===== config.mk =====
export PLATFORM = sky130hd
export DESIGN_NAME = safe_cfg_top
export DESIGN_NICKNAME = d
export VERILOG_FILES = /design/src/verilog/safe_pkg.sv /design/src/verilog/safe_line_mon.sv /design/src/verilog/safe_field_dec.sv /design/src/verilog/safe_cfg_top.sv
export VERILOG_INCLUDE_DIRS = /design/src /design/src/verilog
export SDC_FILE = /design/constraint.sdc
export NUM_CORES = 1
export LEC_CHECK = 0
export BUFFER_PORTS_ARGS = -buffer_cell sky130_fd_sc_hd__clkbuf_2
export CAP_MARGIN = 5
export CELL_PAD_IN_SITES_DETAIL_PLACEMENT = 0
export CELL_PAD_IN_SITES_GLOBAL_PLACEMENT = 2
export CORE_AREA = 2 2 126 128
export CTS_BUF_LIST = sky130_fd_sc_hd__clkbuf_4
export DETAILED_ROUTE_END_ITERATION = 8
export DIE_AREA = 0 0 128 130
export HOLD_SLACK_MARGIN = 0.12
export PLACE_DENSITY_LB_ADDON = 0.08
export SETUP_SLACK_MARGIN = 0.1
export SLEW_MARGIN = 0
export SYNTH_ARGS = -nofsm -noshare
export SYNTH_HDL_FRONTEND = slang
export SYNTH_HIERARCHICAL = 1
export SYNTH_SLANG_ARGS = --single-unit

===== constraint.sdc =====
create_clock -name ref_clk -period 2 [get_ports ref_clk]
set_clock_uncertainty 0.1 [all_clocks]
set_input_delay 0.1 -clock ref_clk [delete_from_list [all_inputs] [get_ports ref_clk]]
set_output_delay 0.1 -clock ref_clk [all_outputs]
set_load 0.02 [all_outputs]

===== src/verilog/safe_consts.svh =====
// Purpose: named offsets, fields, reset values and timing of the sensor front-end config bank
// Assumes: ref_clk at 20 MHz
// Notes:   included by bare name; definitions only
`ifndef SAFE_CONSTS_SVH
`define SAFE_CONSTS_SVH

// fixed seven-bit slave address, identical for every device
`define SAFE_I2C_ADDR   7'h48

// register pointers
`define SAFE_OFS_STATUS 8'h00
`define SAFE_OFS_WPROT  8'h01
`define SAFE_OFS_GAIN   8'h10
`define SAFE_OFS_REF    8'h11
`define SAFE_OFS_MODE   8'h12

// power-on register contents
`define SAFE_RST_WPROT  8'h01
`define SAFE_RST_GAIN   8'h03
`define SAFE_RST_REF    8'h20
`define SAFE_RST_MODE   8'h00

// field positions
`define SAFE_F_READY    0
`define SAFE_F_WPROT    0
`define SAFE_F_FB       4:2
`define SAFE_F_LOAD     1:0
`define SAFE_F_REFEXT   7
`define SAFE_F_ZERO     6:5
`define SAFE_F_BSIGN    4
`define SAFE_F_BIAS     3:0
`define SAFE_F_SHORT    7
`define SAFE_F_OPMODE   2:0

// operating mode codes and the zero bypass code
`define SAFE_MODE_SLEEP 3'h0
`define SAFE_MODE_2LEAD 3'h1
`define SAFE_MODE_STBY  3'h2
`define SAFE_MODE_3LEAD 3'h3
`define SAFE_MODE_TOFF  3'h6
`define SAFE_MODE_TON   3'h7
`define SAFE_ZERO_BYP   2'h3

// serial byte framing
`define SAFE_BYTE_BITS  4'h8
`define SAFE_LAST_TX    4'h7

// power-on settle time and its cycle count (rounded up)
`define SAFE_CLK_NS     50
`define SAFE_POR_NS     10000
`define SAFE_POR_CYC    ((`SAFE_POR_NS + `SAFE_CLK_NS - 1) / `SAFE_CLK_NS)

`endif


===== src/verilog/safe_pkg.sv =====
// Purpose: shared types of the sensor front-end config bank
// Assumes: nothing beyond the constants header
// Notes:   types only; numbers live in safe_consts.svh
package safe_pkg;

  // serial slave sequencer states
  typedef enum logic [3:0] {
    ST_IDLE, ST_ADDR, ST_ADDR_ACK, ST_PTR, ST_PTR_ACK,
    ST_WDATA, ST_WDATA_ACK, ST_RDATA, ST_RACK
  } safe_state_t;

  // stored configuration fields
  typedef struct packed {
    logic       wprot;
    logic [2:0] fb_sel;
    logic [1:0] load_sel;
    logic       ref_ext;
    logic [1:0] zero_sel;
    logic       bias_pos;
    logic [3:0] bias_sel;
    logic       short_en;
    logic [2:0] operating_mode_field;
  } safe_cfg_t;

  // decoded analog controls
  typedef struct packed {
    logic        ctrl_amp_on;
    logic        amp_on;
    logic        temp_on;
    logic        zero_bypass;
    logic        analog_output_pin_temp;
    logic        c2_pot;
    logic        ref_ext;
    logic        bias_pos;
    logic        short_en;
    logic [18:0] fb_ohms;
    logic [6:0]  load_ohms;
    logic [6:0]  zero_pct;
    logic [4:0]  bias_pct;
  } safe_ana_t;

endpackage


===== src/verilog/safe_line_mon.sv =====
// Purpose: edge, start and stop detection on the serial clock and data lines
// Assumes: line inputs already synchronous to ref_clk
// Notes:   pulses are combinational from current and previous samples
`timescale 1ns/1ps
`default_nettype none
module safe_line_mon (
  // clock and reset
  input  wire logic ref_clk,
  input  wire logic srst,
  // line samples
  input  wire logic scl_i,
  input  wire logic sda_i,
  // events
  output var  logic scl_rise,
  output var  logic scl_fall,
  output var  logic start_det,
  output var  logic stop_det
);
  logic scl_q;
  logic sda_q;
  logic scl_d;
  logic sda_d;

  // previous-sample next values
  always_comb begin
    scl_d = scl_i;
    sda_d = sda_i;
  end

  // idle bus level after reset avoids a false start
  always_ff @(posedge ref_clk) begin
    if (srst) begin
      scl_q <= 1'b1;
      sda_q <= 1'b1;
    end else begin
      scl_q <= scl_d;
      sda_q <= sda_d;
    end
  end

  // data moving while clock high marks start or stop
  always_comb begin
    scl_rise  = scl_i & ~scl_q;
    scl_fall  = ~scl_i & scl_q;
    start_det = scl_i & scl_q & sda_q & ~sda_i;
    stop_det  = scl_i & scl_q & ~sda_q & sda_i;
  end
endmodule
`default_nettype wire


===== src/verilog/safe_field_dec.sv =====
// Purpose: decode stored fields into analog control settings
// Assumes: purely combinational; caller registers the result
// Notes:   unlisted mode codes fall back to the deep sleep set
`timescale 1ns/1ps
`default_nettype none
`include "safe_consts.svh"
module safe_field_dec (
  // stored fields
  input  wire safe_pkg::safe_cfg_t cfg,
  // decoded controls
  output var  safe_pkg::safe_ana_t ana
);
  // feedback resistor, zero means external part between filter pins
  function automatic logic [18:0] fb_ohms_of(input logic [2:0] c);
    case (c)
      3'h1:    fb_ohms_of = 19'h00ABE;
      3'h2:    fb_ohms_of = 19'h00DAC;
      3'h3:    fb_ohms_of = 19'h01B58;
      3'h4:    fb_ohms_of = 19'h036B0;
      3'h5:    fb_ohms_of = 19'h088B8;
      3'h6:    fb_ohms_of = 19'h1D4C0;
      3'h7:    fb_ohms_of = 19'h55730;
      default: fb_ohms_of = 19'h00000;
    endcase
  endfunction

  // bias percent; codes past nine hold the top step
  function automatic logic [4:0] bias_pct_of(input logic [3:0] c);
    case (c)
      4'h0:    bias_pct_of = 5'h00;
      4'h1:    bias_pct_of = 5'h01;
      4'h2:    bias_pct_of = 5'h02;
      4'h3:    bias_pct_of = 5'h04;
      4'h4:    bias_pct_of = 5'h06;
      4'h5:    bias_pct_of = 5'h08;
      4'h6:    bias_pct_of = 5'h0A;
      4'h7:    bias_pct_of = 5'h0C;
      4'h8:    bias_pct_of = 5'h0E;
      default: bias_pct_of = 5'h10;
    endcase
  endfunction

  // field and mode decode
  always_comb begin
    ana             = '0;
    ana.fb_ohms     = fb_ohms_of(cfg.fb_sel);
    case (cfg.load_sel)
      2'h0:    ana.load_ohms = 7'h0A;
      2'h1:    ana.load_ohms = 7'h21;
      2'h2:    ana.load_ohms = 7'h32;
      default: ana.load_ohms = 7'h64;
    endcase
    // fractions scale from the external pin when selected
    ana.ref_ext     = cfg.ref_ext;
    case (cfg.zero_sel)
      2'h0:    ana.zero_pct = 7'h14;
      2'h1:    ana.zero_pct = 7'h32;
      2'h2:    ana.zero_pct = 7'h43;
      default: ana.zero_pct = 7'h00;
    endcase
    ana.zero_bypass = (cfg.zero_sel == `SAFE_ZERO_BYP);
    ana.bias_pos    = cfg.bias_pos;
    ana.bias_pct    = bias_pct_of(cfg.bias_sel);
    ana.short_en    = cfg.short_en;
    case (cfg.operating_mode_field)
      `SAFE_MODE_2LEAD: ana.amp_on = 1'b1;
      `SAFE_MODE_STBY:  ana.ctrl_amp_on = 1'b1;
      `SAFE_MODE_3LEAD: begin
        ana.ctrl_amp_on = 1'b1;
        ana.amp_on      = 1'b1;
      end
      `SAFE_MODE_TOFF: begin
        ana.ctrl_amp_on = 1'b1;
        ana.temp_on     = 1'b1;
      end
      `SAFE_MODE_TON: begin
        ana.ctrl_amp_on = 1'b1;
        ana.amp_on      = 1'b1;
        ana.temp_on     = 1'b1;
        ana.analog_output_pin_temp   = 1'b1;
        ana.c2_pot      = 1'b1;
      end
      default: ana.ctrl_amp_on = 1'b0;
    endcase
  end
endmodule
`default_nettype wire


===== src/verilog/safe_cfg_top.sv =====
// Purpose: config register bank of a sensor front end behind a two-wire serial slave
// Assumes: scl_i, sda_i and module_enable_n synchronous to ref_clk
// Notes:   sda is open drain; sda_oe high pulls the line low
// Contract
// - status bit 0 reads 0 after reset, then 1 once ready.
// - protect bit 0 of 0x01; 1 (reset) blocks writes to 0x10 and 0x11.
// - feedback code 4:2 picks external or 2.75k up to 350k ohms.
// - load code 1:0 picks 10, 33, 50, 100 ohms; reset 11.
// - reference bit 7 picks supply-derived (0) or external pin (1).
// - external reference scales both zero and bias levels.
// - zero code 6:5 is 20, 50, 67 percent or bypass.
// - reference bit 4 sets bias polarity, 1 positive.
// - bias code 3:0 gives 0 to 16 percent of the reference.
// - mode bit 7 enables the shorting switch.
// - mode code 2:0 selects sleep, two-lead, standby, three-lead, temperature.
// - temperature with amplifier on routes sensor to output, potentiostat to C2.
// - bus traffic ignored while module_enable_n is high.
// - only the enabled device acknowledges; address identical for all.
// - answer only the fixed address 1001000.
// - write: address+W, pointer, data, stop; each byte acknowledged.
// - read: set pointer, repeated start, address+R, device sends byte.
`timescale 1ns/1ps
`default_nettype none
`include "safe_consts.svh"
module safe_cfg_top (
  // clock and reset
  input  wire logic                ref_clk,
  input  wire logic                srst,
  // select and serial lines
  input  wire logic                module_enable_n,
  input  wire logic                scl_i,
  input  wire logic                sda_i,
  output var  logic                sda_o,
  output var  logic                sda_oe,
  // state and settings
  output var  logic                power_ready,
  output var  safe_pkg::safe_cfg_t cfg,
  output var  safe_pkg::safe_ana_t ana
);
  localparam logic [7:0] RST_WPROT = `SAFE_RST_WPROT, RST_GAIN = `SAFE_RST_GAIN;
  localparam logic [7:0] RST_REF   = `SAFE_RST_REF,   RST_MODE = `SAFE_RST_MODE;
  localparam safe_pkg::safe_cfg_t CFG_RST = '{
    wprot:    RST_WPROT[`SAFE_F_WPROT],
    fb_sel:   RST_GAIN[`SAFE_F_FB],
    load_sel: RST_GAIN[`SAFE_F_LOAD],
    ref_ext:  RST_REF[`SAFE_F_REFEXT],
    zero_sel: RST_REF[`SAFE_F_ZERO],
    bias_pos: RST_REF[`SAFE_F_BSIGN],
    bias_sel: RST_REF[`SAFE_F_BIAS],
    short_en: RST_MODE[`SAFE_F_SHORT],
    operating_mode_field:  RST_MODE[`SAFE_F_OPMODE]
  };
  localparam logic [7:0] POR_LAST = 8'(`SAFE_POR_CYC - 1);

  safe_pkg::safe_state_t st_q, st_d;
  safe_pkg::safe_cfg_t   cfg_q, cfg_d;
  safe_pkg::safe_ana_t   ana_q, ana_d;
  logic [3:0] cnt_q, cnt_d;
  logic [7:0] sh_q, sh_d;
  logic [7:0] ptr_q, ptr_d;
  logic       rw_q, rw_d;
  logic       nack_q, nack_d;
  logic       oe_q, oe_d;
  logic       sda_o_q;
  logic [7:0] por_q, por_d;
  logic       rdy_q, rdy_d;
  logic [7:0] rd_now;
  logic       scl_rise, scl_fall, start_det, stop_det;
  logic       wr_now;

  // store a data byte; reserved bits are not kept
  function automatic safe_pkg::safe_cfg_t wr_cfg(input safe_pkg::safe_cfg_t c,
                                                 input logic [7:0] p,
                                                 input logic [7:0] v);
    wr_cfg = c;
    case (p)
      `SAFE_OFS_WPROT: wr_cfg.wprot = v[`SAFE_F_WPROT];
      `SAFE_OFS_GAIN: begin
        if (!c.wprot) begin
          wr_cfg.fb_sel   = v[`SAFE_F_FB];
          wr_cfg.load_sel = v[`SAFE_F_LOAD];
        end
      end
      `SAFE_OFS_REF: begin
        if (!c.wprot) begin
          wr_cfg.ref_ext  = v[`SAFE_F_REFEXT];
          wr_cfg.zero_sel = v[`SAFE_F_ZERO];
          wr_cfg.bias_pos = v[`SAFE_F_BSIGN];
          wr_cfg.bias_sel = v[`SAFE_F_BIAS];
        end
      end
      `SAFE_OFS_MODE: begin
        wr_cfg.short_en = v[`SAFE_F_SHORT];
        wr_cfg.operating_mode_field  = v[`SAFE_F_OPMODE];
      end
      default: wr_cfg = c;
    endcase
  endfunction

  // readback image; reserved bits and unmapped pointers read zero
  function automatic logic [7:0] rd_byte(input safe_pkg::safe_cfg_t c,
                                         input logic [7:0] p,
                                         input logic r);
    rd_byte = 8'h00;
    case (p)
      `SAFE_OFS_STATUS: rd_byte[`SAFE_F_READY] = r;
      `SAFE_OFS_WPROT:  rd_byte[`SAFE_F_WPROT] = c.wprot;
      `SAFE_OFS_GAIN: begin
        rd_byte[`SAFE_F_FB]   = c.fb_sel;
        rd_byte[`SAFE_F_LOAD] = c.load_sel;
      end
      `SAFE_OFS_REF: begin
        rd_byte[`SAFE_F_REFEXT] = c.ref_ext;
        rd_byte[`SAFE_F_ZERO]   = c.zero_sel;
        rd_byte[`SAFE_F_BSIGN]  = c.bias_pos;
        rd_byte[`SAFE_F_BIAS]   = c.bias_sel;
      end
      `SAFE_OFS_MODE: begin
        rd_byte[`SAFE_F_SHORT]  = c.short_en;
        rd_byte[`SAFE_F_OPMODE] = c.operating_mode_field;
      end
      default: rd_byte = 8'h00;
    endcase
  endfunction

  safe_line_mon u_line (
    .ref_clk   (ref_clk),
    .srst      (srst),
    .scl_i     (scl_i),
    .sda_i     (sda_i),
    .scl_rise  (scl_rise),
    .scl_fall  (scl_fall),
    .start_det (start_det),
    .stop_det  (stop_det)
  );

  safe_field_dec u_dec (
    .cfg (cfg_q),
    .ana (ana_d)
  );

  assign rd_now = rd_byte(cfg_q, ptr_q, rdy_q);
  // a full data byte is committed only once the part reports ready
  assign wr_now = !module_enable_n && !start_det && !stop_det && (st_q == safe_pkg::ST_WDATA)
                  && scl_fall && (cnt_q == `SAFE_BYTE_BITS) && rdy_q;

  // power-on settle counter
  always_comb begin
    por_d = por_q;
    rdy_d = rdy_q;
    if (!rdy_q) begin
      if (por_q == POR_LAST) begin
        rdy_d = 1'b1;
      end else begin
        por_d = por_q + 8'h01;
      end
    end
  end

  always_ff @(posedge ref_clk) begin
    if (srst) begin
      por_q <= 8'h00;
      rdy_q <= 1'b0;
    end else begin
      por_q <= por_d;
      rdy_q <= rdy_d;
    end
  end

  // serial slave sequencer; data shifts in on rise, sda moves on fall
  always_comb begin
    st_d   = st_q;
    cnt_d  = cnt_q;
    sh_d   = sh_q;
    ptr_d  = ptr_q;
    rw_d   = rw_q;
    nack_d = nack_q;
    oe_d   = oe_q;
    cfg_d  = cfg_q;
    if (module_enable_n) begin
      st_d = safe_pkg::ST_IDLE;
      oe_d = 1'b0;
    end else if (start_det) begin
      st_d  = safe_pkg::ST_ADDR; // repeated start lands here too
      cnt_d = 4'h0;
      oe_d  = 1'b0;
    end else if (stop_det) begin
      st_d = safe_pkg::ST_IDLE;
      oe_d = 1'b0;
    end else begin
      case (st_q)
        safe_pkg::ST_IDLE: st_d = safe_pkg::ST_IDLE;
        safe_pkg::ST_ADDR, safe_pkg::ST_PTR, safe_pkg::ST_WDATA: begin
          if (scl_rise && cnt_q != `SAFE_BYTE_BITS) begin
            sh_d  = {sh_q[6:0], sda_i};
            cnt_d = cnt_q + 4'h1;
          end
          if (scl_fall && cnt_q == `SAFE_BYTE_BITS) begin
            oe_d  = 1'b1;
            cnt_d = 4'h0;
            if (st_q == safe_pkg::ST_ADDR) begin
              if (sh_q[7:1] == `SAFE_I2C_ADDR) begin
                rw_d = sh_q[0];
                st_d = safe_pkg::ST_ADDR_ACK;
              end else begin
                oe_d = 1'b0;
                st_d = safe_pkg::ST_IDLE;
              end
            end else if (st_q == safe_pkg::ST_PTR) begin
              ptr_d = sh_q;
              st_d  = safe_pkg::ST_PTR_ACK;
            end else begin
              if (wr_now) begin
                cfg_d = wr_cfg(cfg_q, ptr_q, sh_q);
              end
              st_d = safe_pkg::ST_WDATA_ACK;
            end
          end
        end
        safe_pkg::ST_ADDR_ACK, safe_pkg::ST_PTR_ACK, safe_pkg::ST_WDATA_ACK: begin
          if (scl_fall) begin
            oe_d = 1'b0;
            if (st_q == safe_pkg::ST_ADDR_ACK && rw_q) begin
              sh_d = rd_now;
              oe_d = ~rd_now[7];
              st_d = safe_pkg::ST_RDATA;
            end else if (st_q == safe_pkg::ST_ADDR_ACK) begin
              st_d = safe_pkg::ST_PTR;
            end else begin
              st_d = safe_pkg::ST_WDATA; // extra bytes rewrite the same pointer
            end
          end
        end
        safe_pkg::ST_RDATA: begin
          if (scl_fall) begin
            if (cnt_q == `SAFE_LAST_TX) begin
              oe_d = 1'b0;
              st_d = safe_pkg::ST_RACK;
            end else begin
              cnt_d = cnt_q + 4'h1;
              sh_d  = {sh_q[6:0], 1'b0};
              oe_d  = ~sh_q[6];
            end
          end
        end
        safe_pkg::ST_RACK: begin
          if (scl_rise) begin
            nack_d = sda_i;
          end
          if (scl_fall) begin
            if (nack_q) begin
              st_d = safe_pkg::ST_IDLE;
            end else begin
              sh_d  = rd_now; // pointer does not advance
              oe_d  = ~rd_now[7];
              cnt_d = 4'h0;
              st_d  = safe_pkg::ST_RDATA;
            end
          end
        end
        default: st_d = safe_pkg::ST_IDLE;
      endcase
    end
  end

  always_ff @(posedge ref_clk) begin
    if (srst) begin
      st_q    <= safe_pkg::ST_IDLE;
      cnt_q   <= 4'h0;
      sh_q    <= 8'h00;
      ptr_q   <= `SAFE_OFS_STATUS;
      rw_q    <= 1'b0;
      nack_q  <= 1'b0;
      oe_q    <= 1'b0;
      cfg_q   <= CFG_RST;
      ana_q   <= '0;
      sda_o_q <= 1'b0;
    end else begin
      st_q    <= st_d;
      cnt_q   <= cnt_d;
      sh_q    <= sh_d;
      ptr_q   <= ptr_d;
      rw_q    <= rw_d;
      nack_q  <= nack_d;
      oe_q    <= oe_d;
      cfg_q   <= cfg_d;
      ana_q   <= ana_d;
      sda_o_q <= 1'b0;
    end
  end

  // outputs straight from flops
  assign sda_o       = sda_o_q;
  assign sda_oe      = oe_q;
  assign power_ready = rdy_q;
  assign cfg         = cfg_q;
  assign ana         = ana_q;
endmodule
`default_nettype wire


# Yosys cells after proc, flatten, opt, wreduce, memory -nomap -nowiden
# Memories as Yosys holds them, arrays and structs flattened. A register that Yosys moved wholly into a read port is not among the register bits.
# Index checks and enable logic that the tools add are counted.
# W data, S select, Z words.
totals:
  register_bits: 98
  latchBits: 0
  mem_bits_rw: 0
  rom_bits: 80
  in_bits: 5
  out_inout_bits: 68
  elab_cells: 203
  n_memories: 1
op_classes:
  addsub: 2
  multipliers: 0
  div_mod_pow: 0
  order_cmp: 0
  eq_ne: 54
  shift: 0
  mux: 55
  bitwise_logic: 21
  n_reduce_logical: 37
mem_list:
  columns: ["name", "depth", "word_bits", "read_ports", "rd_clocked_by_memory_dff", "wr", "line_no", "source"]
  rows:
  - ["(name not given)", 16, 5, 1, 1, 0, "safe_field_dec.sv:29", "case (c)"]
ops:
  columns: ["op", "n"]
  rows:
  - ["$pmux W19 S7", 1]
  - ["$mux W4", 14]
  - ["$mux W8", 7]
  - ["$pmux W7 S3", 2]
  - ["$pmux W8 S4", 1]
  - ["$ne A4 B4 Y1 const B", 7]
  - ["$eq A8 B5 Y1 const B", 3]
  - ["$eq A4 B3 Y1 const B", 5]
  - ["$ne A2 B2 Y1 const B", 10]
  - ["$reduce_and A10 Y1", 2]
  - ["$eq A3 B3 Y1 const B", 6]
  - ["$reduce_and A9 Y1", 2]
  - ["$mux W1", 16]
  - ["$pmux W4 S4", 1]
  - ["$reduce_and A5 Y1", 3]
  - ["$not A1 Y1", 14]
  - ["$reduce_and A7 Y1", 2]
  - ["$eq A3 B2 Y1 const B", 4]
  - ["$ne A3 B3 Y1 const B", 4]
  - ["$pmux W4 S3", 1]
  - ["$reduce_and A11 Y1", 1]
  - ["$logic_and A1 B1 Y1", 9]
  - ["$mux W3", 3]
  - ["$reduce_or A3 Y1", 3]
  - ["27 further kinds", 48]

# Logic depth before layout (Yosys ltp)
logic_depth:
  depth_word: 11
  mapped_depth: 9
  ltp_nobuf: 7

# Modules after synthesis
# The synthesis kept the hierarchy.
modules_own_cells:
  columns: ["mod", "instances", "cells_each", "area_per_inst_um2", "seq_area_each_um2"]
  rows:
  - ["safe_cfg_top", 1, 435, 4311.6, 2021.9]
  - ["safe_field_dec", 1, 78, 539.3, 0.0]
  - ["safe_line_mon", 1, 8, 85.1, 40.0]

# Worst setup path before layout
# No wires, ideal clock.
synth_timing:
  kind: "flip-flop to flip-flop"
  from: "register cnt_q[0]"
  to: "register cnt_q[3]"
  setup_ns: 0.083
  arrival_ns: 1.947
  required_ns: 1.817
  slack_ns: -0.130
  path_stages_with_launch: 8
  path_buffers: 0
  synth_period_minus_slack_ns: 2.130
  path_cell_list: "dfxtp_1 -> inv_1 -> ha_1 -> and4b_4 -> a211o_1 -> or4_1 -> or3_1 -> o221ai_1"
synth_between:
  elab_chain_len: 6
  elab_cells_between_ends: 16
  classes_between: "1 x add/sub; 5 x eq/ne; 7 x mux; 3 x reduce/logical"
synth_lines:
  columns: ["item", "line_no", "source"]
  rows:
  - ["start: declaration", "safe_cfg_top.sv:58", "logic [3:0] cnt_q, cnt_d;"]
  - ["start signal: assignment", "safe_cfg_top.sv:280", "cnt_q <= cnt_d;"]
  - ["$add A4 B1 Y4 / $eq A4 B4 Y1 (equally long branches)", null, null]
  - ["$mux W4 (tied with other cells)", "safe_cfg_top.sv:236", "if (cnt_q == `SAFE_LAST_TX) begin"]
  - ["$mux W4 (on tied branches)", "safe_cfg_top.sv:235, safe_cfg_top.sv:198", null]
  - ["$pmux W4 S3", "safe_cfg_top.sv:191", "case (st_q)"]
  - ["$mux W4", "safe_cfg_top.sv:187", "end else if (stop_det) begin"]
  - ["$mux W4", "safe_cfg_top.sv:183", "end else if (start_det) begin"]
# Several ways; a longest one is shown, not always the timed one. The select of a mux whose other input is x is not followed.
# A chain may end at the register's enable or synchronous reset.

# Final worst setup path
layout_timing:
  from: "register u_line.scl_q"
  to: "register ptr_q[1]"
layout_between:
  elab_chain_len: 5
  elab_cells_between_ends: 10
  classes_between: "8 x bitwise; 2 x reduce/logical"
layout_lines:
  columns: ["item", "line_no", "source"]
  rows:
  - ["start: declaration", "safe_line_mon.sv:19", "logic scl_q;"]
  - ["start signal: assignment", "safe_line_mon.sv:36", "scl_q <= scl_d;"]
  - ["$and A1 B1 Y1 (3 in a row)", "safe_line_mon.sv:45", "start_det = scl_i & scl_q & sda_q & ~sda_i;"]
  - ["via start_det", "safe_cfg_top.sv:68", "logic scl_rise, scl_fall, start_det, stop_det;"]
  - ["$not A1 Y1 (no source line)", null, null]
  - ["$reduce_and A7 Y1 (no source line)", null, null]
  - ["end signal: assignment", "safe_cfg_top.sv:271", "ptr_q <= `SAFE_OFS_STATUS;"]
  - ["end signal: assignment", "safe_cfg_top.sv:282", "ptr_q <= ptr_d;"]
  - ["end: declaration", "safe_cfg_top.sv:60", "logic [7:0] ptr_q, ptr_d;"]
# The timed path passes the listed nets, and every way through them passes these cells.

==> flow_summary.ini <==
[detailed_routing]
drt-initial-drc-count = 151
wl_per_cell_um = 15.15
drtPass1Iterations = 4
antenna_left = 0
vias_per_cell = 4.800
routed_wirelength_mm = 13.13
route.detailed.drc = 0
num_vias = 4162

[die]
start_util_pct = 32.00
core_area_um2 = 15420
dieArea_um2 = 16640
ios = 73
die_w_um = 128
die_y_um = 130
rows = 46

[grt]
grt_pass1_vias = 3882
grt_pass1_wl_mm = 20.56
grt_start_max_net_pins = 45
grt_overflow_total = 0
grt_use_total_pct = 15.77
antenna_found_initial = 1

[cts]
cts_tree = built
clkTransAtPathRegs_ps = 190
htreeDepth = 3
cts_root_buf = clkbuf_4
cts_buffers = 9
cts_max_path_buffers = 2
clk_latency_ps = 480
cts_sinks = 103

[placed_design]
dp_hpwl_mm = 9.321
preCtsSetupSlack_ps = -61.50
portBuffers = 71
gp_congestion = 0.8378

[hold_path]
min_from = sda_i
hold_end = st_q[0]
min_path_type = input pin to flip-flop
holdPathStages = 5

[sta]
clock.fmax_mhz = 475.7
hold_violations = 0
drv_slew = 0
setup_violations = 34
rsz0062_at_grt = true
worst_pin_slew_ps = 572.8
min_period_ps = 2102
finalCritPeriodShare_pct = 105.1
slew_headroom_pct = 61.76
fin_ws_ps = -102.3

[logic_synthesis]
async_reset_ff_share_pct = 0
synth_area_um2 = 4936
yosysTopAreaCell = dfxtp_1
synth_cell_types = 77
synthCells = 521
yosysWarnings = 6
synth_edf_count = 0
synthFlopType = dfxtp_1
synth_area_per_cell_um2 = 9.474
ys_seq_area_share_pct = 41.77
synth_area_leaders = dfxtp_1 42%, nor2b_1 7.4%, mux2i_1 6.3%
ys_ff_latch = 103
synth_top_area_share_pct = 41.77

[setup_path]
reg2reg_slack_ps = -100
cp_data_required_time_ps = 2270
startpoint_type = flip-flop
r2r_end = ptr_q[1]
end_kind = flip-flop
path_max_fanout = 8
reg2reg_depth = 10
cp.arrival_ps = 2370
timing.rr.start = u_line/scl_q
crit_type = flip-flop to flip-flop

[status]
violations = setup timing
run_status = complete, but fails checks

[cells_and_area]
multiInputGateArea_um2 = 2868
area_delta_synth_final_pct = 35.29
layout-drive-gt1-share_pct = 39.91
nets = 687
fillers = 1548
regArea_um2 = 2082
fin_util_pct = 43.29

[power_and_ir_drop]
ir_drop_uv = 231.4
powerDensity_nw_per_um2 = 521.7
p_leak_nw = 2.739

[flow_run]
drv_cap = 0
==> layout make-up <==
type	instances	area share (%)
antenna	1	0.03747
clock buffer	9	1.012
clock inverter	7	0.8806
inverter	19	1.068
multi-input combinational	360	42.95
sequential	103	31.18
tap	192	3.598
timing repair buffer	176	19.28
==> per-stage QoR <==
step	cells	power (W)	hold WS, ps	cell area (µm²)	TNS (ps)
floorplan	523	0.002298	97.08	4971	-80.80
CTS	846	0.003500	149.7	6351	-2136
detailed placement	811	0.002397	247.2	5837	-469.2
finish	867	0.003484	225.0	6678	-2025
global route	867	0.003666	246.7	6678	-5445
global placement	811	0.002398	239.9	5837	-145.8
==> report_power, final <==
| group | internal (W) | switching, W |
|---|---|---|
| logic | 0.000172 | 0.000188 |
| registers | 0.00207 | 0.0000212 |
| clock network | 0.000272 | 0.000756 |
==> how the worst max path moves through the flow <==
stage	depth (start not counted)	slack, ps	endpoint	from
after CTS	7	-120	cfg[11]	u_line/scl_q
final	10	-100	ptr_q[1]	u_line/scl_q
after floorplan	7	-40	cfg[9]	u_line/scl_q
after global placement	6	-30	st_q[0]	st_q[3]
after detailed placement	7	-60	cfg[9]	u_line/scl_q
after global routing	7	-210	cfg[11]	u_line/scl_q
==> cell usage in the layout (no fill, tap or decap), types with 8 or more instances in the layout <==
master and count:
clkbuf_4 9, mux2i_1 28, buf_6 19, a21oi_1 15, clkbuf_2 70, nor2_1 56
o21ai_0 9, nor2b_1 55, ha_1 11, nand2_1 17, inv_1 16, a21oi_2 9
dfxtp_1 95, nand2b_1 8, buf_4 77
==> worst max-delay path, cell delays in order, from the launching register on <==
cell,delay [ps]
dfxtp_2,380
and4b_2,230
nor3_4,250
buf_4,150
buf_6,90
buf_6,90
nand3_4,90
nor3_4,170
buf_12,160
mux2i_2,210
nor2_1,50
==> Yosys cell counts, drive strengths merged (2+ instances only) <==
library cell	n
a31oi	2
mux2i	31
nor2	58
a211o	5
a311oi	4
a32oi	3
nand3	6
and2	8
ha	13
nor4b	3
clkbuf	16
a21boi	2
or2	4
or3	4
or4	3
nor2b	58
conb	2
xor2	6
o41ai	2
o22ai	3
and3	4
and3b	2
nand2b	10
and2b	2
dfxtp	103
xnor2	3
and4b	4
nand3b	3
inv	19
a22oi	2
nor4	4
buf	25
mux2	3
nand4b	4
a211oi	7
nor3b	4
a2bb2oi	4
nor3	10
nand4	6
a21oi	25
nand2	18
o21ai	12
==> timing repair <==
item                                    4_1_cts  5_1_grt
pin swaps                                    37       25
gates resized for setup                      57       36
endpoints found under the hold margin        21        0
setup buffers                                14       21
endpoints found under the setup margin       44       46
hold buffers                                  6        0
==> kinds of logic (layout without fill, tap and decap cells) <==
group,count (synthesis),count (layout),synth area share [%]
simple gates,220,220,27.60
flops,103,103,41.77
compound gates,79,79,11.13
buf+inv,60,211,6.641
mux,35,35,7.427
fa+ha+maj,13,13,3.295
xor+xnor,9,9,1.977
other cells,2,5,0.1521
==> sequential cells by signal, indices dropped and copies added (netlist names) <==
| name | count |
|---|---|
| st_q | 4 |
| ptr_q | 8 |
| sh_q | 8 |
| sda_oe | 1 |
| nack_q | 1 |
| u_line/sda_q | 1 |
| por_q | 8 |
| ana | 47 |
| rw_q | 1 |
| cnt_q | 4 |
| cfg | 18 |
| u_line/scl_q | 1 |
| power_ready | 1 |
==> per-layer routing <==
layer  vias up  GRT usage [%]  routed length (µm)
met5         -              0                   0
met4         0          6.270                 360
met3        25          3.444                 476
met2        77          25.79                6136
met1      1980          20.38                6160
li1       2080              -                   -
No activity file was read; power rests on OpenSTA's default activity.
